`src/iap_pkg.sv`:
```
// constants, encodings and register map of the flash programming front end
package iap_pkg;
    localparam int CLK_PERIOD_NS = 100;
    localparam int OSC_SETTLE_NS = 1000;
    localparam int OSC_SETTLE_CYC =
        (OSC_SETTLE_NS + CLK_PERIOD_NS - 1) / CLK_PERIOD_NS;
    localparam int SETTLE_W = 4;

    localparam logic [7:0] OFS_STATUS = 8'h00;
    localparam logic [7:0] OFS_CMD = 8'h04;
    localparam logic [7:0] OFS_ADDR_LOW = 8'h08;
    localparam logic [7:0] OFS_ADDR_HIGH = 8'h0c;
    localparam logic [7:0] OFS_DATA = 8'h10;
    localparam logic [7:0] OFS_CONFIG = 8'h14;
    localparam logic [7:0] OFS_IRQ_STATUS = 8'h18;
    localparam logic [7:0] OFS_IRQ_MASK = 8'h1c;

    localparam logic [7:0] REG_RESET = 8'h00;
    localparam logic [1:0] IRQ_RESET = 2'h0;
    localparam logic [23:0] RD_PAD = 24'h00_0000;
    localparam logic [5:0] IRQ_PAD = 6'h00;
    localparam logic [7:0] SIG_NONE = 8'h00;

    localparam int ST_BUSY_BIT = 2;
    localparam int CF_IAP_EN_BIT = 6;
    localparam int CF_BANK_MSB = 1;
    localparam int CF_BANK_LSB = 0;
    localparam int CM_IRQ_SEL_BIT = 7;
    localparam int AH_TAG_MSB = 7;
    localparam int AH_TAG_LSB = 5;
    localparam logic [2:0] TAG_BLK1 = 3'h7;
    localparam logic [2:0] TAG_LOW8K = 3'h0;
    localparam logic [1:0] BANK_NONE = 2'h0;
    localparam int IRQ_DONE_BIT = 0;
    localparam int IRQ_REJ_BIT = 1;

    localparam logic [7:0] SIG_MFR_ADDR = 8'h30;
    localparam logic [7:0] SIG_DEV_ADDR = 8'h31;

    localparam logic [6:0] CMD_SECT_ERASE = 7'h0b;
    localparam logic [6:0] CMD_VERIFY = 7'h0c;
    localparam logic [6:0] CMD_BLK_ERASE = 7'h0d;
    localparam logic [6:0] CMD_BYTE_PROG = 7'h0e;
    localparam logic [6:0] CMD_READ_SIG = 7'h0a;

    typedef enum logic [1:0] {
        FROM_BLK0 = 2'b00,
        FROM_BLK1 = 2'b01,
        FROM_EXT = 2'b10
    } fetch_src_e;

    typedef enum logic [1:0] {
        OP_PROG = 2'b00,
        OP_SECT_ERASE = 2'b01,
        OP_BLK_ERASE = 2'b10,
        OP_VERIFY = 2'b11
    } flash_op_e;
endpackage

```
`src/iap_op_if.sv`:
```
// request and completion path between mailbox front end and sequencer
`timescale 1ns/10ps
interface iap_op_if;
    logic start;
    iap_pkg::flash_op_e op;
    logic blk;
    logic [15:0] addr;
    logic [7:0] wdata;
    logic busy;
    logic done;
    logic [7:0] rdata;
    modport ctrl (output start, op, blk, addr, wdata,
                  input busy, done, rdata);
    modport seq (input start, op, blk, addr, wdata,
                 output busy, done, rdata);
endinterface

```
`src/iap_target_resolve.sv`:
```
// decides which flash block an accepted request may touch
`timescale 1ns/10ps
module iap_target_resolve (
    input wire logic [1:0] fetch_src, // where the requesting code runs
    input wire logic [7:0] addr_high, // high address mailbox byte
    input wire logic [1:0] bank_sel, // bank-select config bits
    input wire logic ext_access_n, // low: external program execution
    output logic tgt_blk, // 1 selects the secondary block
    output logic legal // request may proceed
);
    wire [2:0] tag = addr_high[iap_pkg::AH_TAG_MSB:iap_pkg::AH_TAG_LSB];
    // overlay puts block 1 over the lowest 8 KByte of block 0
    wire overlay = ext_access_n & (bank_sel != iap_pkg::BANK_NONE);
    wire ext_blk1 = (tag == iap_pkg::TAG_BLK1) |
                    (overlay & (tag == iap_pkg::TAG_LOW8K));
    wire from0 = fetch_src == iap_pkg::FROM_BLK0;
    wire from1 = fetch_src == iap_pkg::FROM_BLK1;
    wire fromx = fetch_src == iap_pkg::FROM_EXT;

    // implicit targets keep code off its own block
    assign tgt_blk = from0 ? 1'b1 :
                     from1 ? 1'b0 :
                     ext_blk1;
    // an unknown fetch source never reaches the array
    assign legal = from0 | from1 | fromx;
endmodule

```
`src/iap_op_sequencer.sv`:
```
// runs one flash operation: oscillator warm-up, array request, completion
`timescale 1ns/10ps
module iap_op_sequencer #(
    parameter int SETTLE_CYC = iap_pkg::OSC_SETTLE_CYC
) (
    input wire logic clk, // system clock
    input wire logic rst, // synchronous reset, active high
    input wire logic ce, // clock enable
    iap_op_if.seq op, // request from the mailbox
    output logic osc_en, // timing oscillator enable
    output logic fl_req, // array request, held until fl_done
    output logic [1:0] fl_op, // array operation code
    output logic fl_blk, // target block
    output logic [15:0] fl_addr, // target address
    output logic [7:0] fl_wdata, // program data
    input wire logic fl_done, // array finished, one cycle
    input wire logic [7:0] fl_rdata // verify data
);
    typedef enum logic [1:0] {
        S_IDLE = 2'b00,
        S_WARM = 2'b01,
        S_RUN = 2'b10
    } seq_state_e;

    localparam logic [iap_pkg::SETTLE_W-1:0] SETTLE_LAST =
        iap_pkg::SETTLE_W'(SETTLE_CYC - 1);
    localparam logic [iap_pkg::SETTLE_W-1:0] CNT_ZERO = '0;

    seq_state_e state_q;
    logic [iap_pkg::SETTLE_W-1:0] cnt_q;
    logic done_q;
    logic [7:0] rdata_q;

    // verify needs no timing reference, so it skips the warm-up
    wire needs_osc = op.op != iap_pkg::OP_VERIFY;
    wire warm_end = cnt_q == SETTLE_LAST;
    wire finish = (state_q == S_RUN) & fl_done;

    assign op.busy = state_q != S_IDLE;
    assign op.done = done_q;
    assign op.rdata = rdata_q;

    always_ff @(posedge clk) begin
        if (rst) begin
            state_q <= S_IDLE;
            cnt_q <= CNT_ZERO;
            osc_en <= 1'b0;
            fl_req <= 1'b0;
            done_q <= 1'b0;
        end else if (ce) begin
            done_q <= finish;
            unique case (state_q)
                S_IDLE: begin
                    cnt_q <= CNT_ZERO;
                    if (op.start) begin
                        state_q <= needs_osc ? S_WARM : S_RUN;
                        osc_en <= needs_osc;
                        fl_req <= ~needs_osc;
                    end
                end
                S_WARM: begin
                    cnt_q <= cnt_q + 1'b1;
                    if (warm_end) begin
                        state_q <= S_RUN;
                        fl_req <= 1'b1;
                    end
                end
                S_RUN: begin
                    if (fl_done) begin
                        state_q <= S_IDLE;
                        fl_req <= 1'b0;
                        osc_en <= 1'b0;
                    end
                end
                default: state_q <= S_IDLE;
            endcase
        end
    end

    always_ff @(posedge clk) begin
        if (rst) begin
            fl_op <= 2'b00;
            fl_blk <= 1'b0;
            fl_addr <= 16'h0000;
            fl_wdata <= 8'h00;
            rdata_q <= 8'h00;
        end else if (ce) begin
            if (op.start && state_q == S_IDLE) begin
                fl_op <= op.op;
                fl_blk <= op.blk;
                fl_addr <= op.addr;
                fl_wdata <= op.wdata;
            end
            if (finish) begin
                rdata_q <= fl_rdata;
            end
        end
    end
endmodule

```
`src/flash_iap_mailbox_control.sv`:
```
// mailbox register front end for in-application flash programming
//
// Overview of operation
// - read-signature returns maker byte at 30H, device byte at 31H.
// - one block is programmed while code runs from the other.
// - external code fetch continues while internal blocks reprogram.
// - eight mailbox registers alone control and monitor flash work.
// - in programming mode core and controller run on external clock.
// - timing oscillator runs only while an operation needs it.
// - access pin and bank bits overlay block 1 on lowest 8 KByte.
// - an invisible block is programmable from the other block.
// - code never modifies the block it executes from.
// - requests from the primary block target the secondary block.
// - requests from the secondary block target the primary block.
// - external fetch picks the target from address and bank select.
// - configuration bit 6 enables programming; otherwise commands drop.
// - writing the command byte starts an operation after loading.
// - status bit 2 is busy while an operation runs.
// - command bit 7 signals completion on external interrupt one.
// - commands aimed at a locked block are not carried out.
`timescale 1ns/10ps
module flash_iap_mailbox_control #(
    parameter logic [7:0] MFR_ID = 8'h5a, // arbitrary value
    parameter logic [7:0] DEV_ID = 8'ha5, // arbitrary value
    parameter int SETTLE_CYC = iap_pkg::OSC_SETTLE_CYC
) (
    input wire logic SYS_CLK, // system clock, 10 MHz
    input wire logic SYS_RST, // synchronous reset, active high
    input wire logic CLK_EN, // clock enable, freezes state when low
    input wire logic PSEL, // apb select
    input wire logic PENABLE, // apb enable
    input wire logic PWRITE, // apb write
    input wire logic [7:0] PADDR, // apb byte address
    input wire logic [31:0] PWDATA, // apb write data
    output logic [31:0] PRDATA, // apb read data
    output logic PREADY, // apb ready
    output logic PSLVERR, // apb error on unmapped address
    input wire logic EXT_ACCESS_N, // external access pin, active low
    input wire logic [1:0] FETCH_SRC, // where requesting code executes
    input wire logic [1:0] BLOCK_LOCK, // security lock per block
    input wire logic EXT_INTERRUPT_ONE_PIN, // external interrupt one pin
    input wire logic FL_DONE, // array operation finished
    input wire logic [7:0] FL_RDATA, // array verify data
    output logic FL_REQ, // array request
    output logic [1:0] FL_OP, // array operation
    output logic FL_BLOCK, // array target block
    output logic [15:0] FL_ADDR, // array address
    output logic [7:0] FL_WDATA, // array program data
    output logic OSC_EN, // timing oscillator enable
    output logic EXT_CLK_SEL, // core and controller on external clock
    output logic [1:0] BLOCK_BUSY, // per block, fetch must avoid it
    output logic EXT_INTERRUPT_ONE_REQ, // interrupt one request to the core
    output logic IRQ // level interrupt from mailbox events
);
    logic [7:0] cfg_q, cmd_q, al_q, ah_q, dt_q;
    logic [1:0] irq_st_q, irq_st_d, irq_mask_q;
    logic start_q, verify_q, route_q, tgt_q;
    iap_pkg::flash_op_e op_q;
    logic [7:0] rd_byte;
    logic tgt_blk, tgt_legal;

    iap_op_if op_bus();

    // apb decode
    wire setup = PSEL & ~PENABLE;
    wire access = PSEL & PENABLE & PREADY;
    wire wr_acc = access & PWRITE;
    wire rd_acc = access & ~PWRITE;
    wire sel_st = PADDR == iap_pkg::OFS_STATUS;
    wire sel_cmd = PADDR == iap_pkg::OFS_CMD;
    wire sel_al = PADDR == iap_pkg::OFS_ADDR_LOW;
    wire sel_ah = PADDR == iap_pkg::OFS_ADDR_HIGH;
    wire sel_dt = PADDR == iap_pkg::OFS_DATA;
    wire sel_cf = PADDR == iap_pkg::OFS_CONFIG;
    wire sel_is = PADDR == iap_pkg::OFS_IRQ_STATUS;
    wire sel_im = PADDR == iap_pkg::OFS_IRQ_MASK;
    wire hit = sel_st | sel_cmd | sel_al | sel_ah | sel_dt | sel_cf |
               sel_is | sel_im;

    // command decode
    wire [6:0] code = PWDATA[6:0];
    wire is_prog = code == iap_pkg::CMD_BYTE_PROG;
    wire is_sect = code == iap_pkg::CMD_SECT_ERASE;
    wire is_blk = code == iap_pkg::CMD_BLK_ERASE;
    wire is_ver = code == iap_pkg::CMD_VERIFY;
    wire is_flash = is_prog | is_sect | is_blk | is_ver;
    wire is_sig = code == iap_pkg::CMD_READ_SIG;
    wire iap_en = cfg_q[iap_pkg::CF_IAP_EN_BIT];
    wire busy_flag = start_q | op_bus.busy;
    wire locked = BLOCK_LOCK[tgt_blk];
    wire cmd_wr = wr_acc & sel_cmd;
    wire accept = cmd_wr & is_flash & iap_en & tgt_legal & ~locked &
                  ~busy_flag;
    wire reject = cmd_wr & is_flash & ~accept;
    wire sig_rd = cmd_wr & is_sig & iap_en & ~busy_flag;
    wire ver_done = op_bus.done & verify_q;
    wire [7:0] sig_byte = (al_q == iap_pkg::SIG_MFR_ADDR) ? MFR_ID :
                          (al_q == iap_pkg::SIG_DEV_ADDR) ? DEV_ID :
                          iap_pkg::SIG_NONE;
    wire iap_pkg::flash_op_e op_sel =
        is_prog ? iap_pkg::OP_PROG :
        is_sect ? iap_pkg::OP_SECT_ERASE :
        is_blk ? iap_pkg::OP_BLK_ERASE : iap_pkg::OP_VERIFY;
    wire [7:0] status_byte = 8'(busy_flag) << iap_pkg::ST_BUSY_BIT;
    wire [1:0] events = (2'(op_bus.done) << iap_pkg::IRQ_DONE_BIT) |
                        (2'(reject) << iap_pkg::IRQ_REJ_BIT);
    // only bits that were returned by the read are cleared, so an event
    // landing between setup and access is kept for the next read
    localparam logic [1:0] IRQ_NONE = iap_pkg::IRQ_RESET;
    wire [1:0] rd_clr = (rd_acc & sel_is) ? PRDATA[1:0] : IRQ_NONE;

    assign irq_st_d = (irq_st_q & ~rd_clr) | events;
    assign rd_byte = sel_st ? status_byte :
                     sel_cmd ? cmd_q :
                     sel_al ? al_q :
                     sel_ah ? ah_q :
                     sel_dt ? dt_q :
                     sel_cf ? cfg_q :
                     sel_is ? {iap_pkg::IRQ_PAD, irq_st_q} :
                     sel_im ? {iap_pkg::IRQ_PAD, irq_mask_q} :
                     iap_pkg::REG_RESET;

    // fetch from the non-target block or from outside goes on meanwhile
    iap_target_resolve u_resolve (
        .fetch_src (FETCH_SRC),
        .addr_high (ah_q),
        .bank_sel (cfg_q[iap_pkg::CF_BANK_MSB:iap_pkg::CF_BANK_LSB]),
        .ext_access_n (EXT_ACCESS_N),
        .tgt_blk (tgt_blk),
        .legal (tgt_legal)
    );

    assign op_bus.start = start_q;
    assign op_bus.op = op_q;
    assign op_bus.blk = tgt_q;
    assign op_bus.addr = {ah_q, al_q};
    assign op_bus.wdata = dt_q;

    iap_op_sequencer #(
        .SETTLE_CYC (SETTLE_CYC)
    ) u_seq (
        .clk (SYS_CLK),
        .rst (SYS_RST),
        .ce (CLK_EN),
        .op (op_bus.seq),
        .osc_en (OSC_EN),
        .fl_req (FL_REQ),
        .fl_op (FL_OP),
        .fl_blk (FL_BLOCK),
        .fl_addr (FL_ADDR),
        .fl_wdata (FL_WDATA),
        .fl_done (FL_DONE),
        .fl_rdata (FL_RDATA)
    );

    // zero-wait slave: read data and ready are prepared in the setup cycle
    always_ff @(posedge SYS_CLK) begin
        if (SYS_RST) begin
            PRDATA <= 32'h0000_0000;
            PREADY <= 1'b0;
            PSLVERR <= 1'b0;
        end else if (CLK_EN) begin
            PREADY <= setup;
            PSLVERR <= setup & ~hit;
            if (setup) begin
                PRDATA <= {iap_pkg::RD_PAD, rd_byte};
            end
        end
    end

    // mailbox registers written by software
    always_ff @(posedge SYS_CLK) begin
        if (SYS_RST) begin
            cfg_q <= iap_pkg::REG_RESET;
            cmd_q <= iap_pkg::REG_RESET;
            al_q <= iap_pkg::REG_RESET;
            ah_q <= iap_pkg::REG_RESET;
            irq_mask_q <= iap_pkg::IRQ_RESET;
        end else if (CLK_EN && wr_acc) begin
            if (sel_cf) cfg_q <= PWDATA[7:0];
            if (sel_cmd) cmd_q <= PWDATA[7:0];
            if (sel_al) al_q <= PWDATA[7:0];
            if (sel_ah) ah_q <= PWDATA[7:0];
            if (sel_im) irq_mask_q <= PWDATA[1:0];
        end
    end

    // data mailbox also carries signature and verify results back
    always_ff @(posedge SYS_CLK) begin
        if (SYS_RST) begin
            dt_q <= iap_pkg::REG_RESET;
        end else if (CLK_EN) begin
            if (sig_rd) begin
                dt_q <= sig_byte;
            end else if (ver_done) begin
                dt_q <= op_bus.rdata;
            end else if (wr_acc && sel_dt) begin
                dt_q <= PWDATA[7:0];
            end
        end
    end

    // operation launch and completion routing
    always_ff @(posedge SYS_CLK) begin
        if (SYS_RST) begin
            start_q <= 1'b0;
            op_q <= iap_pkg::OP_PROG;
            verify_q <= 1'b0;
            tgt_q <= 1'b0;
            route_q <= 1'b0;
        end else if (CLK_EN) begin
            start_q <= accept;
            if (accept) begin
                op_q <= op_sel;
                verify_q <= is_ver;
                tgt_q <= tgt_blk;
                route_q <= PWDATA[iap_pkg::CM_IRQ_SEL_BIT];
            end else if (op_bus.done) begin
                route_q <= 1'b0;
            end
        end
    end

    // status, interrupts and system-facing levels
    always_ff @(posedge SYS_CLK) begin
        if (SYS_RST) begin
            irq_st_q <= iap_pkg::IRQ_RESET;
            IRQ <= 1'b0;
            EXT_INTERRUPT_ONE_REQ <= 1'b0;
            EXT_CLK_SEL <= 1'b0;
            BLOCK_BUSY <= 2'b00;
        end else if (CLK_EN) begin
            irq_st_q <= irq_st_d;
            IRQ <= |(irq_st_d & irq_mask_q);
            // while routed, the pin is no longer an interrupt source
            EXT_INTERRUPT_ONE_REQ <= route_q ? op_bus.done : EXT_INTERRUPT_ONE_PIN;
            EXT_CLK_SEL <= iap_en;
            BLOCK_BUSY <= {busy_flag & tgt_q,
                           busy_flag & ~tgt_q};
        end
    end
endmodule

```
`config.mk`:
```
export PLATFORM = sky130hd
export DESIGN_NAME = flash_iap_mailbox_control
export DESIGN_NICKNAME = d
export VERILOG_FILES = /design/src/iap_pkg.sv /design/src/iap_op_if.sv /design/src/iap_target_resolve.sv /design/src/iap_op_sequencer.sv /design/src/flash_iap_mailbox_control.sv
export SDC_FILE = /design/constraint.sdc
export NUM_CORES = 1
export LEC_CHECK = 0
export BUFFER_PORTS_ARGS = -buffer_cell sky130_fd_sc_hd__buf_2
export CORE_ASPECT_RATIO = 0.5
export CORE_MARGIN = 2
export CORE_UTILIZATION = 45
export DETAILED_ROUTE_END_ITERATION = 6
export PLACE_DENSITY_LB_ADDON = 0.2
export SYNTH_ARGS = -nofsm -noshare
export SYNTH_HDL_FRONTEND = slang
export SYNTH_SLANG_ARGS = --single-unit
```
`constraint.sdc`:
```
create_clock -name SYS_CLK -period 5.1 [get_ports SYS_CLK]
set_input_delay 0.51 -clock SYS_CLK [delete_from_list [all_inputs] [get_ports SYS_CLK]]
set_output_delay 0.51 -clock SYS_CLK [all_outputs]
set_load 0.01 [all_outputs]
```
==> impl_metrics.json <==
{
  "status": "completed",
  "first_pass_iters": 5,
  "ys_seq_area_share_pct": 42.2,
  "p_sw_uw": 421,
  "via_count": 4626,
  "fp-row-count": 27,
  "fin_crit_ns": 2.55,
  "period_share_pct": 50.0,
  "final_common_cell": "dfxtp_1",
  "grt_pass1_vias": 4043,
  "core_area_mm2": 0.0111,
  "cp-end-kind": "register",
  "r2r_cells": 5,
  "avgRoutedWirePerCell_um": 16.7,
  "fmax_ghz": 0.392,
  "initial_utilization_pct": 46.6,
  "clkTransAtPathRegs_ns": 0.08,
  "drv_cap": 0,
  "r2r-end": "op_bus.op[0]$_SDFFE_PP0P_",
  "dp_slack_ns": 2.25,
  "peakVddDrop_mv": 0.167,
  "tightest_slew_ns": 1.11,
  "crit_type": "input port to register",
  "reg2reg_from": "ah_q[5]$_SDFFE_PP0P_",
  "cp_max_fo": 6,
  "grtUsageTotal_pct": 22.6,
  "internal-power_uw": 1230,
  "grt_overflow": 0,
  "htreeDepth": 3,
  "swShare_pct": 25.5,
  "gp_congestion": 0.926,
  "synthTopCellsByArea": "dfxtp_1 42%, nand2_1 7.7%, a21oi_1 7.5%",
  "finalHoldViolCount": 0,
  "cp-start-kind": "input port",
  "area_growth_pct": 12.6,
  "drc": 0,
  "hp-class": "input port to register",
  "seqPwrFrac_pct": 51.7,
  "total_power_uw": 1650,
  "p_comb_share_pct": 5.9,
  "synth-main-ff-cell": "dfxtp_1",
  "root_buffer": "clkbuf_16",
  "drtIter0Drc": 364,
  "cellLeakagePower_uw": 0.00227,
  "hold_end": "u_seq.op.rdata[1]$_SDFFE_PP0P_",
  "yosys_warnings": 0,
  "final_nets": 748,
  "avgViaCountPerCell": 5.57,
  "ys_seq_elements": 109,
  "worstPathRequired_ns": 5.37,
  "min_path_cells": 3,
  "drv_slew": 0,
  "io_buffer_count": 80,
  "cellPowerDensity_mw_per_mm2": 284,
  "synth_top_area_share_pct": 42.2,
  "wl_um": 13900,
  "hpwl_um": 9920,
  "ant_nets": 0,
  "grt_max_degree": 109,
  "r2r_slack_ns": 2.73,
  "setup_viol": 0,
  "drive_above_1_share_pct": 16.6,
  "cts_sinks": 109,
  "synth_edf_count": 0,
  "ctsResizeCount": 0,
  "grt_antenna_before_repair": 0,
  "post_cts_buffers": 0,
  "ys_types": 59,
  "n_antenna_cell": 0,
  "slew_headroom_pct": 26.1,
  "rsz0062_at_grt": "false",
  "synthArstFlopShare_pct": 0,
  "setup_ws_ns": 2.55,
  "clk_latency_ns": 0.35,
  "cp.arrival_ns": 2.82,
  "io_pins": 129,
  "syn_inst": 626,
  "cts_hold_buf": 0,
  "tns_ns": 0,
  "layout_common_cells": "109 x dfxtp_1, 106 x nand2_1, 79 x buf_2",
  "cts_buffers": 9,
  "fin_skew_ns": 0.00877,
  "synth_top_area_cell": "dfxtp_1",
  "syn_area_mm2": 0.00517,
  "clkPwrFrac_pct": 42.4,
  "cts_tree": "built",
  "max-clock-path-buffers": 2,
  "grt_pass1_wl_um": 21700,
  "hp-start": "FL_RDATA[1]",
  "chipHeight_um": 79.8,
  "dieArea_mm2": 0.0124,
  "synth.avg_cell_area_um2": 8.26,
  "die_w_um": 156
}
flip-flops by register name (all words and copies together) (netlist names), 4 cells and up:
register,flops
ah_q,8
u_seq.cnt_q,4
u_seq.op.rdata,8
dt_q,8
u_seq.fl_wdata,8
PRDATA,8
u_seq.fl_addr,16
cfg_q,8
al_q,8
cmd_q,8
per-layer routing:
layer / vias up / GRT usage (%) / share of wire, %
li1: 2273 / - / -
met1: 2169 / 33.5 / 50
met2: 172 / 34.0 / 42
met3: 12 / 4.13 / 6.4
met4: 0 / 5.23 / 0.89
met5: - / 0 / 0
cell type report:
type	instances	area (um2)
inverter	9	33.8
multi-input combinational	471	2720
sequential	109	2180
clock buffer	10	229
clock inverter	6	65.1
timing repair buffer	81	410
fill	1103	5260
tap	145	181
per-stage QoR:
stage          instance area, um2  hold slack (ns)  instances  utilization [%]
6_report                     5820            0.389        831             52.5
5_1_grt                      5820            0.383        831             52.5
4_1_cts                      5820            0.385        831             52.5
3_5_place_dp                 5530            0.442        815             49.9
3_3_place_gp                 5530            0.434        815             49.9
2_1_floorplan                5260            0.434        649                -
Yosys cell counts (4+ instances only):
master    count
dfxtp_1     109
nand2_1     106
a21oi_1      77
nor2_1       51
mux2i_1      34
clkbuf_1     29
o21ai_0      25
buf_4        24
nor3_1       17
nand3_1      14
a211oi_1     12
nand2b_1     10
mux2_2        9
inv_1         8
nand4_1       7
nor2b_1       7
ha_1          6
a22oi_1       5
nand3b_1      5
o22ai_1       5
buf_2         4
nor4_1        4
how the worst max path moves through the flow:
| stage | startpoint | slack, ns | end |
|---|---|---|---|
| detailed placement | CLK_EN | 2.25 | al_q[6]$_SDFFE_PP0P_ |
| global placement | PADDR[2] | 2.29 | dt_q[2]$_SDFFE_PP0P_ |
| CTS | CLK_EN | 2.59 | al_q[6]$_SDFFE_PP0P_ |
| global route | CLK_EN | 2.36 | al_q[2]$_SDFFE_PP0P_ |
| finish | PWDATA[4] | 2.55 | op_bus.blk$_SDFFE_PP0P_ |
| floorplan | PADDR[4] | 2.75 | op_bus.blk$_SDFFE_PP0P_ |
power groups by stage:
stage | registers (uW) | clock network [uW] | logic (uW)
after floorplan | 875 | 0 | 73.0
after global placement | 874 | 0 | 95.1
after detailed placement | 874 | 0 | 95.4
after CTS | 854 | 710 | 95.8
after global routing | 854 | 742 | 105
final | 854 | 699 | 97.3
kinds of logic after synthesis:
group	after synthesis	share of synthesized area, %
other	1	0.0726
flip-flops	109	42.2
adder cells (fa/ha/maj)	6	1.45
AO/OA/AOI/OAI	151	17.4
multiplexers	45	9.42
buffers and inverters	69	6.85
AND/OR/NAND/NOR	243	22.3
XOR/XNOR	2	0.339
critical path: stages:
cell,delay [ns]
buf_2,0.15
nor4b_1,0.90
o21ai_0,0.30
or2_2,0.40
or4_1,0.41
a21oi_1,0.14
(Power assumes the default switching activity.)
